$ cat config.mk
export PLATFORM = sky130hd
export DESIGN_NAME = rsx_exec
export DESIGN_NICKNAME = d
export VERILOG_FILES = /design/src/rsx_pkg.sv /design/src/rsx_byte_unit.sv /design/src/rsx_exec.sv /design/src/rsx_sub_unit.sv
export VERILOG_INCLUDE_DIRS = /design/src
export SDC_FILE = /design/constraint.sdc
export NUM_CORES = 1
export LEC_CHECK = 0
export BUFFER_PORTS_ARGS = -buffer_cell sky130_fd_sc_hd__clkbuf_2
export CORE_MARGIN = 2
export CORE_UTILIZATION = 40
export CTS_CLUSTER_DIAMETER = 100
export DETAILED_ROUTE_END_ITERATION = 8
export PLACE_DENSITY = 0.64
export SLEW_MARGIN = 20
export SYNTH_ARGS = -nofsm -noshare
export SYNTH_HDL_FRONTEND = slang
export SYNTH_SLANG_ARGS = --single-unit
$ cat constraint.sdc
create_clock -name ref_clk -period 3.4 [get_ports ref_clk]
set_input_delay 0 -clock ref_clk [delete_from_list [all_inputs] [get_ports ref_clk]]
set_output_delay 0 -clock ref_clk [all_outputs]
set_load 0.01 [all_outputs]
$ cat src/rsx_map.svh
`ifndef RSX_MAP_SVH
`define RSX_MAP_SVH

// ****************************************************************
// reset values and constants
// ****************************************************************
`define RSX_WORK_RESET 8'h00
`define RSX_FLAG_RESET 1'b0
`define RSX_BYTE_ONES 8'hff
`define RSX_BYTE_ZERO 8'h00
`define RSX_BYTE_ONE 8'h01
`define RSX_MSB 7
`define RSX_LSB 0
`define RSX_NIB_LO_TOP 3
`define RSX_NIB_HI_BOT 4
`define RSX_SKIP_CYCLES 2
`endif

$ cat src/rsx_pkg.sv
package rsx_pkg;
	// ****************************************************************
	// operation codes
	// ****************************************************************
	typedef enum logic [4:0] {
		RSX_OP_NONE = 5'b00000,
		RSX_OP_ROTL_LINK_TO_WORK = 5'b00001,
		RSX_OP_ROTATE_RIGHT_MEM = 5'b00010,
		RSX_OP_ROTATE_RIGHT_TO_WORK = 5'b00011,
		RSX_OP_ROTATE_RIGHT_LINK_MEM = 5'b00100,
		RSX_OP_ROTATE_RIGHT_LINK_TO_WORK = 5'b00101,
		RSX_OP_SUBTRACT_WITH_BORROW = 5'b00110,
		RSX_OP_SUBTRACT_WITH_BORROW_IMM = 5'b00111,
		RSX_OP_SUBTRACT_BORROW_TO_MEM = 5'b01000,
		RSX_OP_SUBTRACT_PLAIN = 5'b01001,
		RSX_OP_SUBTRACT_PLAIN_TO_MEM = 5'b01010,
		RSX_OP_SUBTRACT_PLAIN_IMM = 5'b01011,
		RSX_OP_DECREMENT_SKIP_ZERO = 5'b01100,
		RSX_OP_DECREMENT_SKIP_ZERO_WORK = 5'b01101,
		RSX_OP_INCREMENT_SKIP_ZERO = 5'b01110,
		RSX_OP_INCREMENT_SKIP_ZERO_WORK = 5'b01111,
		RSX_OP_SET_BYTE = 5'b10000,
		RSX_OP_SET_BIT = 5'b10001,
		RSX_OP_SKIP_IF_NONZERO_BIT = 5'b10010,
		RSX_OP_SKIP_IF_NONZERO = 5'b10011,
		RSX_OP_SKIP_IF_NULL = 5'b10100,
		RSX_OP_SWAP_MEM = 5'b10101,
		RSX_OP_NIBBLE_EXCHANGE_WORK = 5'b10110
	} rsx_op_t;

	// ****************************************************************
	// sequencer states
	// ****************************************************************
	typedef enum logic [0:0] {
		RSX_ST_IDLE = 1'b0,
		RSX_ST_DUMMY = 1'b1
	} rsx_state_t;
endpackage

$ cat src/rsx_byte_unit.sv
`timescale 1ns/10ps
`include "rsx_map.svh"
module rsx_byte_unit #(
	parameter int WIDTH = 8
) (
	input wire logic [WIDTH-1:0] mem_byte,
	input wire logic link_in,
	input wire logic [2:0] bit_sel,
	output logic [WIDTH-1:0] rot_right,
	output logic [WIDTH-1:0] rot_right_link,
	output logic [WIDTH-1:0] rot_left_link,
	output logic [WIDTH-1:0] swapped,
	output logic [WIDTH-1:0] plus_one,
	output logic [WIDTH-1:0] minus_one,
	output logic [WIDTH-1:0] bit_forced,
	output logic bit_hit
);
	// ****************************************************************
	// rotates and nibble swap
	// ****************************************************************
	assign rot_right = {mem_byte[0], mem_byte[WIDTH-1:1]};
	assign rot_right_link = {link_in, mem_byte[WIDTH-1:1]};
	assign rot_left_link = {mem_byte[WIDTH-2:0], link_in};
	assign swapped = {mem_byte[WIDTH/2-1:0], mem_byte[WIDTH-1:WIDTH/2]};

	// wrap-around step by one
	assign plus_one = mem_byte + WIDTH'(1);
	assign minus_one = mem_byte - WIDTH'(1);
	assign bit_hit = mem_byte[bit_sel];

	// ****************************************************************
	// single bit set, other bits kept
	// ****************************************************************
	for (genvar i = 0; i < WIDTH; i++) begin : g_bit
		assign bit_forced[i] = mem_byte[i] | (bit_sel == 3'(i));
	end
endmodule

$ cat src/rsx_exec.sv
`timescale 1ns/10ps
`include "rsx_map.svh"
module rsx_exec (
	input wire logic ref_clk,
	input wire logic nrst,
	input wire logic issue,
	input wire rsx_pkg::rsx_op_t op,
	input wire logic [7:0] mem_rd_data,
	input wire logic [7:0] imm_data,
	input wire logic [2:0] bit_sel,
	output logic ready,
	output logic instr_done,
	output logic dummy_slot,
	output logic discard_fetch,
	output logic mem_wr_en,
	output logic [7:0] mem_wr_data,
	output logic [7:0] working_register,
	output logic link_flag,
	output logic signed_wrap_flag,
	output logic null_outcome_flag,
	output logic nibble_link_flag,
	output logic sign_outcome_flag,
	output logic borrow_zero_flag
);
	// sequencer state; take marks a request accepted on this edge
	rsx_pkg::rsx_state_t state;
	rsx_pkg::rsx_state_t next_state;
	logic take;

	// ****************************************************************
	// operation decode
	// ****************************************************************
	// decode wires, one per code; unused codes leave all of them low
	logic is_rotl_link_work;
	logic is_rotr_mem;
	logic is_rotr_work;
	logic is_rotr_link_mem;
	logic is_rotr_link_work;
	logic is_sbc_mem;
	logic is_sbc_imm;
	logic is_sbc_to_mem;
	logic is_sub_mem;
	logic is_sub_to_mem;
	logic is_sub_imm;
	logic is_dec_mem;
	logic is_dec_work;
	logic is_inc_mem;
	logic is_inc_work;
	logic is_set_byte;
	logic is_set_bit;
	logic is_nz_bit;
	logic is_nz_byte;
	logic is_null_byte;
	logic is_swap_mem;
	logic is_swap_work;

	// one named wire per operation
	assign take = issue & ready;
	assign is_rotl_link_work = (op == rsx_pkg::RSX_OP_ROTL_LINK_TO_WORK);
	assign is_rotr_mem = (op == rsx_pkg::RSX_OP_ROTATE_RIGHT_MEM);
	assign is_rotr_work = (op == rsx_pkg::RSX_OP_ROTATE_RIGHT_TO_WORK);
	assign is_rotr_link_mem = (op == rsx_pkg::RSX_OP_ROTATE_RIGHT_LINK_MEM);
	assign is_rotr_link_work = (op == rsx_pkg::RSX_OP_ROTATE_RIGHT_LINK_TO_WORK);
	assign is_sbc_mem = (op == rsx_pkg::RSX_OP_SUBTRACT_WITH_BORROW);
	assign is_sbc_imm = (op == rsx_pkg::RSX_OP_SUBTRACT_WITH_BORROW_IMM);
	assign is_sbc_to_mem = (op == rsx_pkg::RSX_OP_SUBTRACT_BORROW_TO_MEM);
	assign is_sub_mem = (op == rsx_pkg::RSX_OP_SUBTRACT_PLAIN);
	assign is_sub_to_mem = (op == rsx_pkg::RSX_OP_SUBTRACT_PLAIN_TO_MEM);
	assign is_sub_imm = (op == rsx_pkg::RSX_OP_SUBTRACT_PLAIN_IMM);
	assign is_dec_mem = (op == rsx_pkg::RSX_OP_DECREMENT_SKIP_ZERO);
	assign is_dec_work = (op == rsx_pkg::RSX_OP_DECREMENT_SKIP_ZERO_WORK);
	assign is_inc_mem = (op == rsx_pkg::RSX_OP_INCREMENT_SKIP_ZERO);
	assign is_inc_work = (op == rsx_pkg::RSX_OP_INCREMENT_SKIP_ZERO_WORK);
	assign is_set_byte = (op == rsx_pkg::RSX_OP_SET_BYTE);
	assign is_set_bit = (op == rsx_pkg::RSX_OP_SET_BIT);
	assign is_nz_bit = (op == rsx_pkg::RSX_OP_SKIP_IF_NONZERO_BIT);
	assign is_nz_byte = (op == rsx_pkg::RSX_OP_SKIP_IF_NONZERO);
	assign is_null_byte = (op == rsx_pkg::RSX_OP_SKIP_IF_NULL);
	assign is_swap_mem = (op == rsx_pkg::RSX_OP_SWAP_MEM);
	assign is_swap_work = (op == rsx_pkg::RSX_OP_NIBBLE_EXCHANGE_WORK);

	// ****************************************************************
	// operation groups
	// ****************************************************************
	logic any_sub;
	logic sub_borrow;
	logic sub_imm;
	logic any_skip;
	logic rot_link;

	// group membership steers the shared datapath
	assign sub_borrow = is_sbc_mem | is_sbc_imm | is_sbc_to_mem;
	assign sub_imm = is_sbc_imm | is_sub_imm;
	assign any_sub = sub_borrow
		| is_sub_mem
		| is_sub_to_mem
		| is_sub_imm;
	assign rot_link = is_rotl_link_work
		| is_rotr_link_mem
		| is_rotr_link_work;
	// every skip op takes the dummy cycle, whether the skip is taken or not
	assign any_skip = is_dec_mem
		| is_dec_work
		| is_inc_mem
		| is_inc_work
		| is_nz_bit
		| is_nz_byte
		| is_null_byte;

	// ****************************************************************
	// datapath units
	// ****************************************************************
	logic [7:0] sub_operand;
	logic [7:0] sub_diff;
	logic sub_no_borrow;
	logic sub_nibble;
	logic sub_wrap;
	logic sub_zero;
	logic sub_sign;
	logic sub_bz;
	logic [7:0] rot_right;
	logic [7:0] rot_right_link;
	logic [7:0] rot_left_link;
	logic [7:0] swapped;
	logic [7:0] plus_one;
	logic [7:0] minus_one;
	logic [7:0] bit_forced;
	logic bit_hit;

	// immediate or memory byte as subtrahend
	assign sub_operand = sub_imm ? imm_data : mem_rd_data;

	// stored link feeds the borrow forms, so multi-byte subtracts chain
	rsx_sub_unit u_sub (
		.minuend(working_register),
		.subtrahend(sub_operand),
		.link_in(link_flag),
		.use_borrow(sub_borrow),
		.old_borrow_zero(borrow_zero_flag),
		.diff(sub_diff),
		.no_borrow(sub_no_borrow),
		.nibble_carry(sub_nibble),
		.wrap(sub_wrap),
		.zero(sub_zero),
		.sign(sub_sign),
		.borrow_zero(sub_bz)
	);

	// byte unit sees the memory byte alone; link enters only the rotates
	rsx_byte_unit #(
		.WIDTH(8)
	) u_byte (
		.mem_byte(mem_rd_data),
		.link_in(link_flag),
		.bit_sel(bit_sel),
		.rot_right(rot_right),
		.rot_right_link(rot_right_link),
		.rot_left_link(rot_left_link),
		.swapped(swapped),
		.plus_one(plus_one),
		.minus_one(minus_one),
		.bit_forced(bit_forced),
		.bit_hit(bit_hit)
	);

	// ****************************************************************
	// result selection
	// ****************************************************************
	logic to_work;
	logic to_mem;
	logic [7:0] result;
	logic skip_cond;
	logic link_from_rot;
	logic new_link;

	// destination of each operation
	assign to_work = is_rotl_link_work
		| is_rotr_work
		| is_rotr_link_work
		| is_sbc_mem
		| is_sbc_imm
		| is_sub_mem
		| is_sub_imm
		| is_dec_work
		| is_inc_work
		| is_swap_work;
	// byte tests write back too, so a memory watcher still sees a store
	assign to_mem = is_rotr_mem
		| is_rotr_link_mem
		| is_sbc_to_mem
		| is_sub_to_mem
		| is_dec_mem
		| is_inc_mem
		| is_set_byte
		| is_set_bit
		| is_nz_byte
		| is_null_byte
		| is_swap_mem;

	// single result byte shared by both destinations
	always_comb begin
		result = mem_rd_data; // byte tests write the byte back unchanged
		if (is_rotl_link_work) begin
			result = rot_left_link;
		end else if (is_rotr_mem | is_rotr_work) begin
			result = rot_right;
		end else if (is_rotr_link_mem | is_rotr_link_work) begin
			result = rot_right_link;
		end else if (any_sub) begin
			result = sub_diff;
		end else if (is_dec_mem | is_dec_work) begin
			result = minus_one;
		end else if (is_inc_mem | is_inc_work) begin
			result = plus_one;
		end else if (is_set_byte) begin
			result = `RSX_BYTE_ONES;
		end else if (is_set_bit) begin
			result = bit_forced;
		end else if (is_swap_mem | is_swap_work) begin
			result = swapped;
		end
	end

	// skip condition, tested on the result byte
	// step ops test the new value, byte tests the value as read
	always_comb begin
		skip_cond = 1'b0;
		if (is_dec_mem | is_dec_work | is_inc_mem | is_inc_work) begin
			skip_cond = (result == `RSX_BYTE_ZERO);
		end else if (is_nz_bit) begin
			skip_cond = bit_hit;
		end else if (is_nz_byte) begin
			skip_cond = (mem_rd_data != `RSX_BYTE_ZERO);
		end else if (is_null_byte) begin
			skip_cond = (mem_rd_data == `RSX_BYTE_ZERO);
		end
	end

	// link out of the nine-bit rotates
	assign link_from_rot = is_rotl_link_work ? mem_rd_data[`RSX_MSB] : mem_rd_data[`RSX_LSB];
	assign new_link = any_sub ? sub_no_borrow : link_from_rot;

	// ****************************************************************
	// sequencer: one cycle, or two for skip operations
	// ****************************************************************
	// a request in the dummy cycle is not taken; ready is low there to show it
	assign ready = (state == rsx_pkg::RSX_ST_IDLE);

	// next state: a taken skip op buys exactly one dummy cycle
	always_comb begin
		case (state)
			rsx_pkg::RSX_ST_IDLE: begin
				next_state = (take & any_skip) ? rsx_pkg::RSX_ST_DUMMY : rsx_pkg::RSX_ST_IDLE;
			end
			rsx_pkg::RSX_ST_DUMMY: begin
				next_state = rsx_pkg::RSX_ST_IDLE;
			end
			default: begin
				next_state = rsx_pkg::RSX_ST_IDLE;
			end
		endcase
	end

	// state register
	always_ff @(posedge ref_clk or negedge nrst) begin
		if (!nrst) begin
			state <= rsx_pkg::RSX_ST_IDLE;
		end else begin
			state <= next_state;
		end
	end

	// ****************************************************************
	// dummy slot and fetch discard
	// ****************************************************************
	always_ff @(posedge ref_clk or negedge nrst) begin
		if (!nrst) begin
			dummy_slot <= 1'b0;
			discard_fetch <= 1'b0;
		end else begin
			dummy_slot <= take & any_skip;
			discard_fetch <= take & any_skip & skip_cond;
		end
	end

	// done pulses at the end of the last instruction cycle
	always_ff @(posedge ref_clk or negedge nrst) begin
		if (!nrst) begin
			instr_done <= 1'b0;
		end else begin
			instr_done <= (take & ~any_skip) | (state == rsx_pkg::RSX_ST_DUMMY);
		end
	end

	// ****************************************************************
	// memory write port
	// ****************************************************************
	// data holds its last value between writes; the enable is a pulse
	always_ff @(posedge ref_clk or negedge nrst) begin
		if (!nrst) begin
			mem_wr_en <= 1'b0;
			mem_wr_data <= `RSX_BYTE_ZERO;
		end else begin
			mem_wr_en <= take & to_mem;
			if (take & to_mem) begin
				mem_wr_data <= result;
			end
		end
	end

	// ****************************************************************
	// working register
	// ****************************************************************
	always_ff @(posedge ref_clk or negedge nrst) begin
		if (!nrst) begin
			working_register <= `RSX_WORK_RESET;
		end else if (take & to_work) begin
			working_register <= result;
		end
	end

	// ****************************************************************
	// status flags: only subtracts and link rotates touch them
	// ****************************************************************
	always_ff @(posedge ref_clk or negedge nrst) begin
		if (!nrst) begin
			link_flag <= `RSX_FLAG_RESET;
		end else if (take & (any_sub | rot_link)) begin
			link_flag <= new_link;
		end
	end

	// arithmetic flags change on subtracts alone
	always_ff @(posedge ref_clk or negedge nrst) begin
		if (!nrst) begin
			signed_wrap_flag <= `RSX_FLAG_RESET;
			null_outcome_flag <= `RSX_FLAG_RESET;
			nibble_link_flag <= `RSX_FLAG_RESET;
			sign_outcome_flag <= `RSX_FLAG_RESET;
			borrow_zero_flag <= `RSX_FLAG_RESET;
		end else if (take & any_sub) begin
			signed_wrap_flag <= sub_wrap;
			null_outcome_flag <= sub_zero;
			nibble_link_flag <= sub_nibble;
			sign_outcome_flag <= sub_sign;
			borrow_zero_flag <= sub_bz;
		end
	end
endmodule

$ cat src/rsx_sub_unit.sv
`timescale 1ns/10ps
`include "rsx_map.svh"
module rsx_sub_unit (
	input wire logic [7:0] minuend,
	input wire logic [7:0] subtrahend,
	input wire logic link_in,
	input wire logic use_borrow,
	input wire logic old_borrow_zero,
	output logic [7:0] diff,
	output logic no_borrow,
	output logic nibble_carry,
	output logic wrap,
	output logic zero,
	output logic sign,
	output logic borrow_zero
);
	logic carry_in;
	logic [8:0] full_sum;
	logic [4:0] low_sum;

	// ****************************************************************
	// two's complement subtract: a + ~b + carry
	// ****************************************************************
	assign carry_in = use_borrow ? link_in : 1'b1;
	assign full_sum = {1'b0, minuend} + {1'b0, ~subtrahend} + {8'h00, carry_in};
	assign low_sum = {1'b0, minuend[3:0]} + {1'b0, ~subtrahend[3:0]} + {4'h0, carry_in};
	assign diff = full_sum[7:0];

	// flag terms, carry out set means no borrow
	assign no_borrow = full_sum[8];
	assign nibble_carry = low_sum[4];
	assign wrap = (minuend[`RSX_MSB] != subtrahend[`RSX_MSB])
		& (full_sum[`RSX_MSB] != minuend[`RSX_MSB]);
	assign zero = (full_sum[7:0] == `RSX_BYTE_ZERO);
	assign sign = wrap ^ full_sum[`RSX_MSB]; // sign of the true result
	assign borrow_zero = use_borrow ? (zero & old_borrow_zero) : zero; // chained zero
endmodule
==> results by group <==
Layout
  • Antenna diodes: 0
  • Area delta synth->final: 20.0%
  • Footprint of the multi-input gates: 2010 sq um
  • Util after Layout: 49.6%
  • Layout Nets: 453
  • Biggest regs: mem_wr_data (8), working_register (8)
  • Register area: 676 sq um
  • Share of cells above drive strength 1: 26.9%
  • Cell area after layout: 3390 sq um
  • Fillers: 708

Placement
  • Post-detail-place hpwl: slightly above 7000 microns
  • PortBufs: 53
  • RePlAce Congestion: 0.962
  • DP Area: 3310 sq um

Logic synthesis
  • #FFs+latches synth: 27
  • Top FF cell, synth: dfrtp_1
  • Mux cell area share after synthesis: 6.02%
  • Compound-gate portion of the synthesized area: 28.3%
  • Yosys cell types: 70
  • Mapped Avg Cell Area: 7.87 sq um
  • Ys Warns: 0
  • Most common cell in the synthesized netlist: nand2_1
  • Synth top area share: 23.9%
  • Post-synth EDFFs: 0
  • Commonest cells in the netlist: nand2_1, o21ai_0, dfrtp_1, clkbuf_1, nor2_1
  • Post-Syn Area: 2830 sq um
  • Synth Area in Adders: ~6.6%
  • Main combinational cell family by area after synthesis: compound AO/OA/AOI/OAI gates
  • Synth Net Count: between 300 and 400
  • Post-synthesis xor/xnor area fraction: 3.10%
  • Simple-Gate Fraction of Synth Area: 25.3%
  • Seq/Total Area, Yosys: 23.9%
  • Synth top area cells: dfrtp_1, nand2_1, o21ai_0, ha_1, clkbuf_1
  • Synth Instances: around 360
  • Async S/R FF share, synth: between 90% and 100%
  • Cell taking the most area after synthesis: dfrtp_1

Detailed routing
  • Drt via density: 5.98
  • WL per Instance: 18.3 microns
  • Final ANT Viol Nets: 0
  • 1st-pass router iterations: 8
  • Initial DRC count: 288
  • Detailed-route wire length: 9280 microns
  • DRC: 0
  • Routed vias: 3036

Clocking
  • Clock Root Buffer: clkbuf_8
  • Post-CTS Setup Bufs: 0
  • Htree depth: 1
  • CTS Hold Bufs: 2
  • Num CTS Buffers: 3
  • TritonCTS clock tree: yes
  • Clock slew at reported path FFs: 0.10 ns
  • CTS Buffer Depth: 2
  • Clock sink total: 27
  • Worst-Skew Late Latency: 0.28 ns
  • # resized after CTS: 0

Global routing
  • Initial antenna violation count: 0
  • Grt total ovfl: 0
  • First-pass GRT wire length: 14700 microns
  • Vias in the first global route: 2789
  • Largest net degree at the start of global routing: 35
  • Total global-route track usage: roughly 24%

STA
  • Worst-Margin Slew: 0.986 ns
  • Tcrit/Tclk final: 92.1%
  • Final slew viol count: 0
  • Min Tclk post-route: ~3.1 ns
  • Worst slew margin: 33.4%
  • Unrepaired setup endpoints after global routing: false
  • Hold Violations, Final: 0
  • Fin Clk Skew: 0.00303 ns
  • Final setup fails: 0
  • Fmax achieved: 319 MHz

Critical path
  • CP Capture Type: flop
  • Crit path capture: discard_fetch$_DFF_PN0_
  • Critical Path Start Type: flop
  • Reg2Reg Setup Slack: 0.27 ns
  • Worst R2R Path Depth: 13
  • Worst Path Arrival: 3.35 ns
  • Crit. Startpoint: link_flag$_DFFE_PN0P_
  • Worst Path Max Fanout: 5
  • R2R Path End: discard_fetch$_DFF_PN0_
  • R2r startpoint: link_flag$_DFFE_PN0P_
  • Crit path required time: between 3 and 4 ns
  • Kind of critical path: reg -> reg

Power
  • Internal: 812 uW
  • Cell Pwr Density: 412 nW/um^2
  • Maximum vdd ir drop: around 240 uV
  • Switching pwr: 586 uW
  • Comb pwr share: between 50% and 60%
  • Flop pwr share: 32.9%
  • Leak Pwr: 0.00148 uW
  • Final Power: 1400 uW
  • Sw frac: a little over two fifths
  • Clock power frac: 14.0%

Outcome
  • Status: finished clean

Floorplan
  • IO Pins: 54
  • Core footprint: approximately 7000 sq um
  • Starting Density: 41.4%
  • Overall die area: 7750 sq um
  • Chip height: 88.0 microns
  • Die width: 88.0 microns
  • # rows: 30

Flow run
  • MaxCap Viol Count: 0

Hold path
  • Worst Hold Class: in -> async
## power by group through the flow
stage | logic, uW | clock network, uW | registers, uW
after detailed placement | 728 | 0 | 465
final | 743 | 195 | 459
after CTS | 736 | 202 | 458
after floorplan | 423 | 0 | 489
after global placement | 728 | 0 | 465
after global routing | 814 | 222 | 468
## kinds of logic (layout without fill, tap and decap cells)
| kind of cell | Yosys count | count (layout) |
|---|---|---|
| and+or+nand+nor | 135 | 135 |
| AOI/OAI and AO/OA | 115 | 115 |
| buffers and inverters | 45 | 98 |
| DFF | 27 | 27 |
| muxes | 14 | 14 |
| adders and majority gates | 13 | 13 |
| xor gates and xnor gates | 10 | 10 |
## metrics by stage
step / setup TNS, ns / hold slack (ns) / setup slack, ns / instances
final: 0 / 0.277 / 0.270 / 508
after global routing: 0 / 0.318 / 0.0269 / 508
after CTS: 0 / 0.296 / 0.278 / 508
after detailed placement: 0 / 0.0650 / 0.0518 / 502
after global placement: 0 / 0.0612 / 0.123 / 502
after floorplan: -0.0529 / -0.296 / -0.0529 / 359
## worst max-delay path: stages (launching register included)
cell	delay, ns
dfrtp_1	0.45
nor3_1	0.09
fa_2	0.39
nor2b_4	0.12
o31a_1	0.18
o221ai_2	0.10
nand2b_1	0.10
a21oi_2	0.06
fa_1	0.56
o21ai_1	0.09
o2bb2ai_1	0.19
a211oi_2	0.26
nor4bb_1	0.24
o2111a_1	0.23
## layout by cell type, fill, tap and decap left out, types with 3 or more instances in the layout
| cell type | netlist | layout |
|---|---|---|
| a211oi_1 | 5 | 4 |
| a21oi_1 | 17 | 16 |
| a222oi_1 | 3 | 3 |
| and3_1 | 5 | 5 |
| buf_4 | 0 | 28 |
| clkbuf_2 | 0 | 53 |
| clkbuf_8 | 0 | 3 |
| dfrtp_1 | 27 | 27 |
| ha_1 | 10 | 10 |
| inv_1 | 10 | 10 |
| mux2_2 | 4 | 4 |
| mux2i_1 | 8 | 8 |
| nand2_1 | 43 | 42 |
| nand2b_1 | 8 | 8 |
| nand3_1 | 3 | 3 |
| nand3b_1 | 4 | 4 |
| nor2_1 | 24 | 24 |
| nor2b_1 | 6 | 5 |
| nor3_1 | 9 | 8 |
| nor3b_1 | 4 | 4 |
| nor4_1 | 3 | 3 |
| nor4bb_1 | 3 | 3 |
| o211ai_1 | 5 | 5 |
| o21a_1 | 4 | 4 |
| o21ai_0 | 29 | 26 |
| o22ai_1 | 8 | 8 |
| o311ai_0 | 3 | 3 |
| o31ai_1 | 5 | 5 |
| or2_2 | 5 | 5 |
| or3_1 | 5 | 5 |
| xnor2_1 | 8 | 7 |
## final cells by class
class	count	share of cell area (%)
flip-flops and latches	27	19.9
inverters	11	1.22
repair buffers	83	14.6
multi-input cells	287	59.2
clock inverters	1	0.258
well taps	96	3.54
clock buffers	3	1.22
## worst min-delay path by stage
stage	depth (start not counted)	start	endpoint	slack [ns]
6_report	2	nrst	borrow_zero_flag$_DFFE_PN0P_	0.28
5_1_grt	2	nrst	working_register[5]$_DFFE_PN0P_	0.32
4_1_cts	2	nrst	mem_wr_data[5]$_DFFE_PN0P_	0.30
3_5_place_dp	1	nrst	signed_wrap_flag$_DFFE_PN0P_	0.07
3_3_place_gp	1	nrst	signed_wrap_flag$_DFFE_PN0P_	0.06
2_1_floorplan	0	nrst	borrow_zero_flag$_DFFE_PN0P_	-0.30
## routing by layer
layer	share of wire, %	GRT usage (%)	up-vias	wire, microns
met2	47	39.6	142	4340
met1	43	33.5	1422	3970
met5	0	0	-	0
met4	2.7	5.37	0	250
li1	-	-	1451	-
met3	7.8	4.71	21	722
Note: power is estimated with default switching activity, not from simulation.
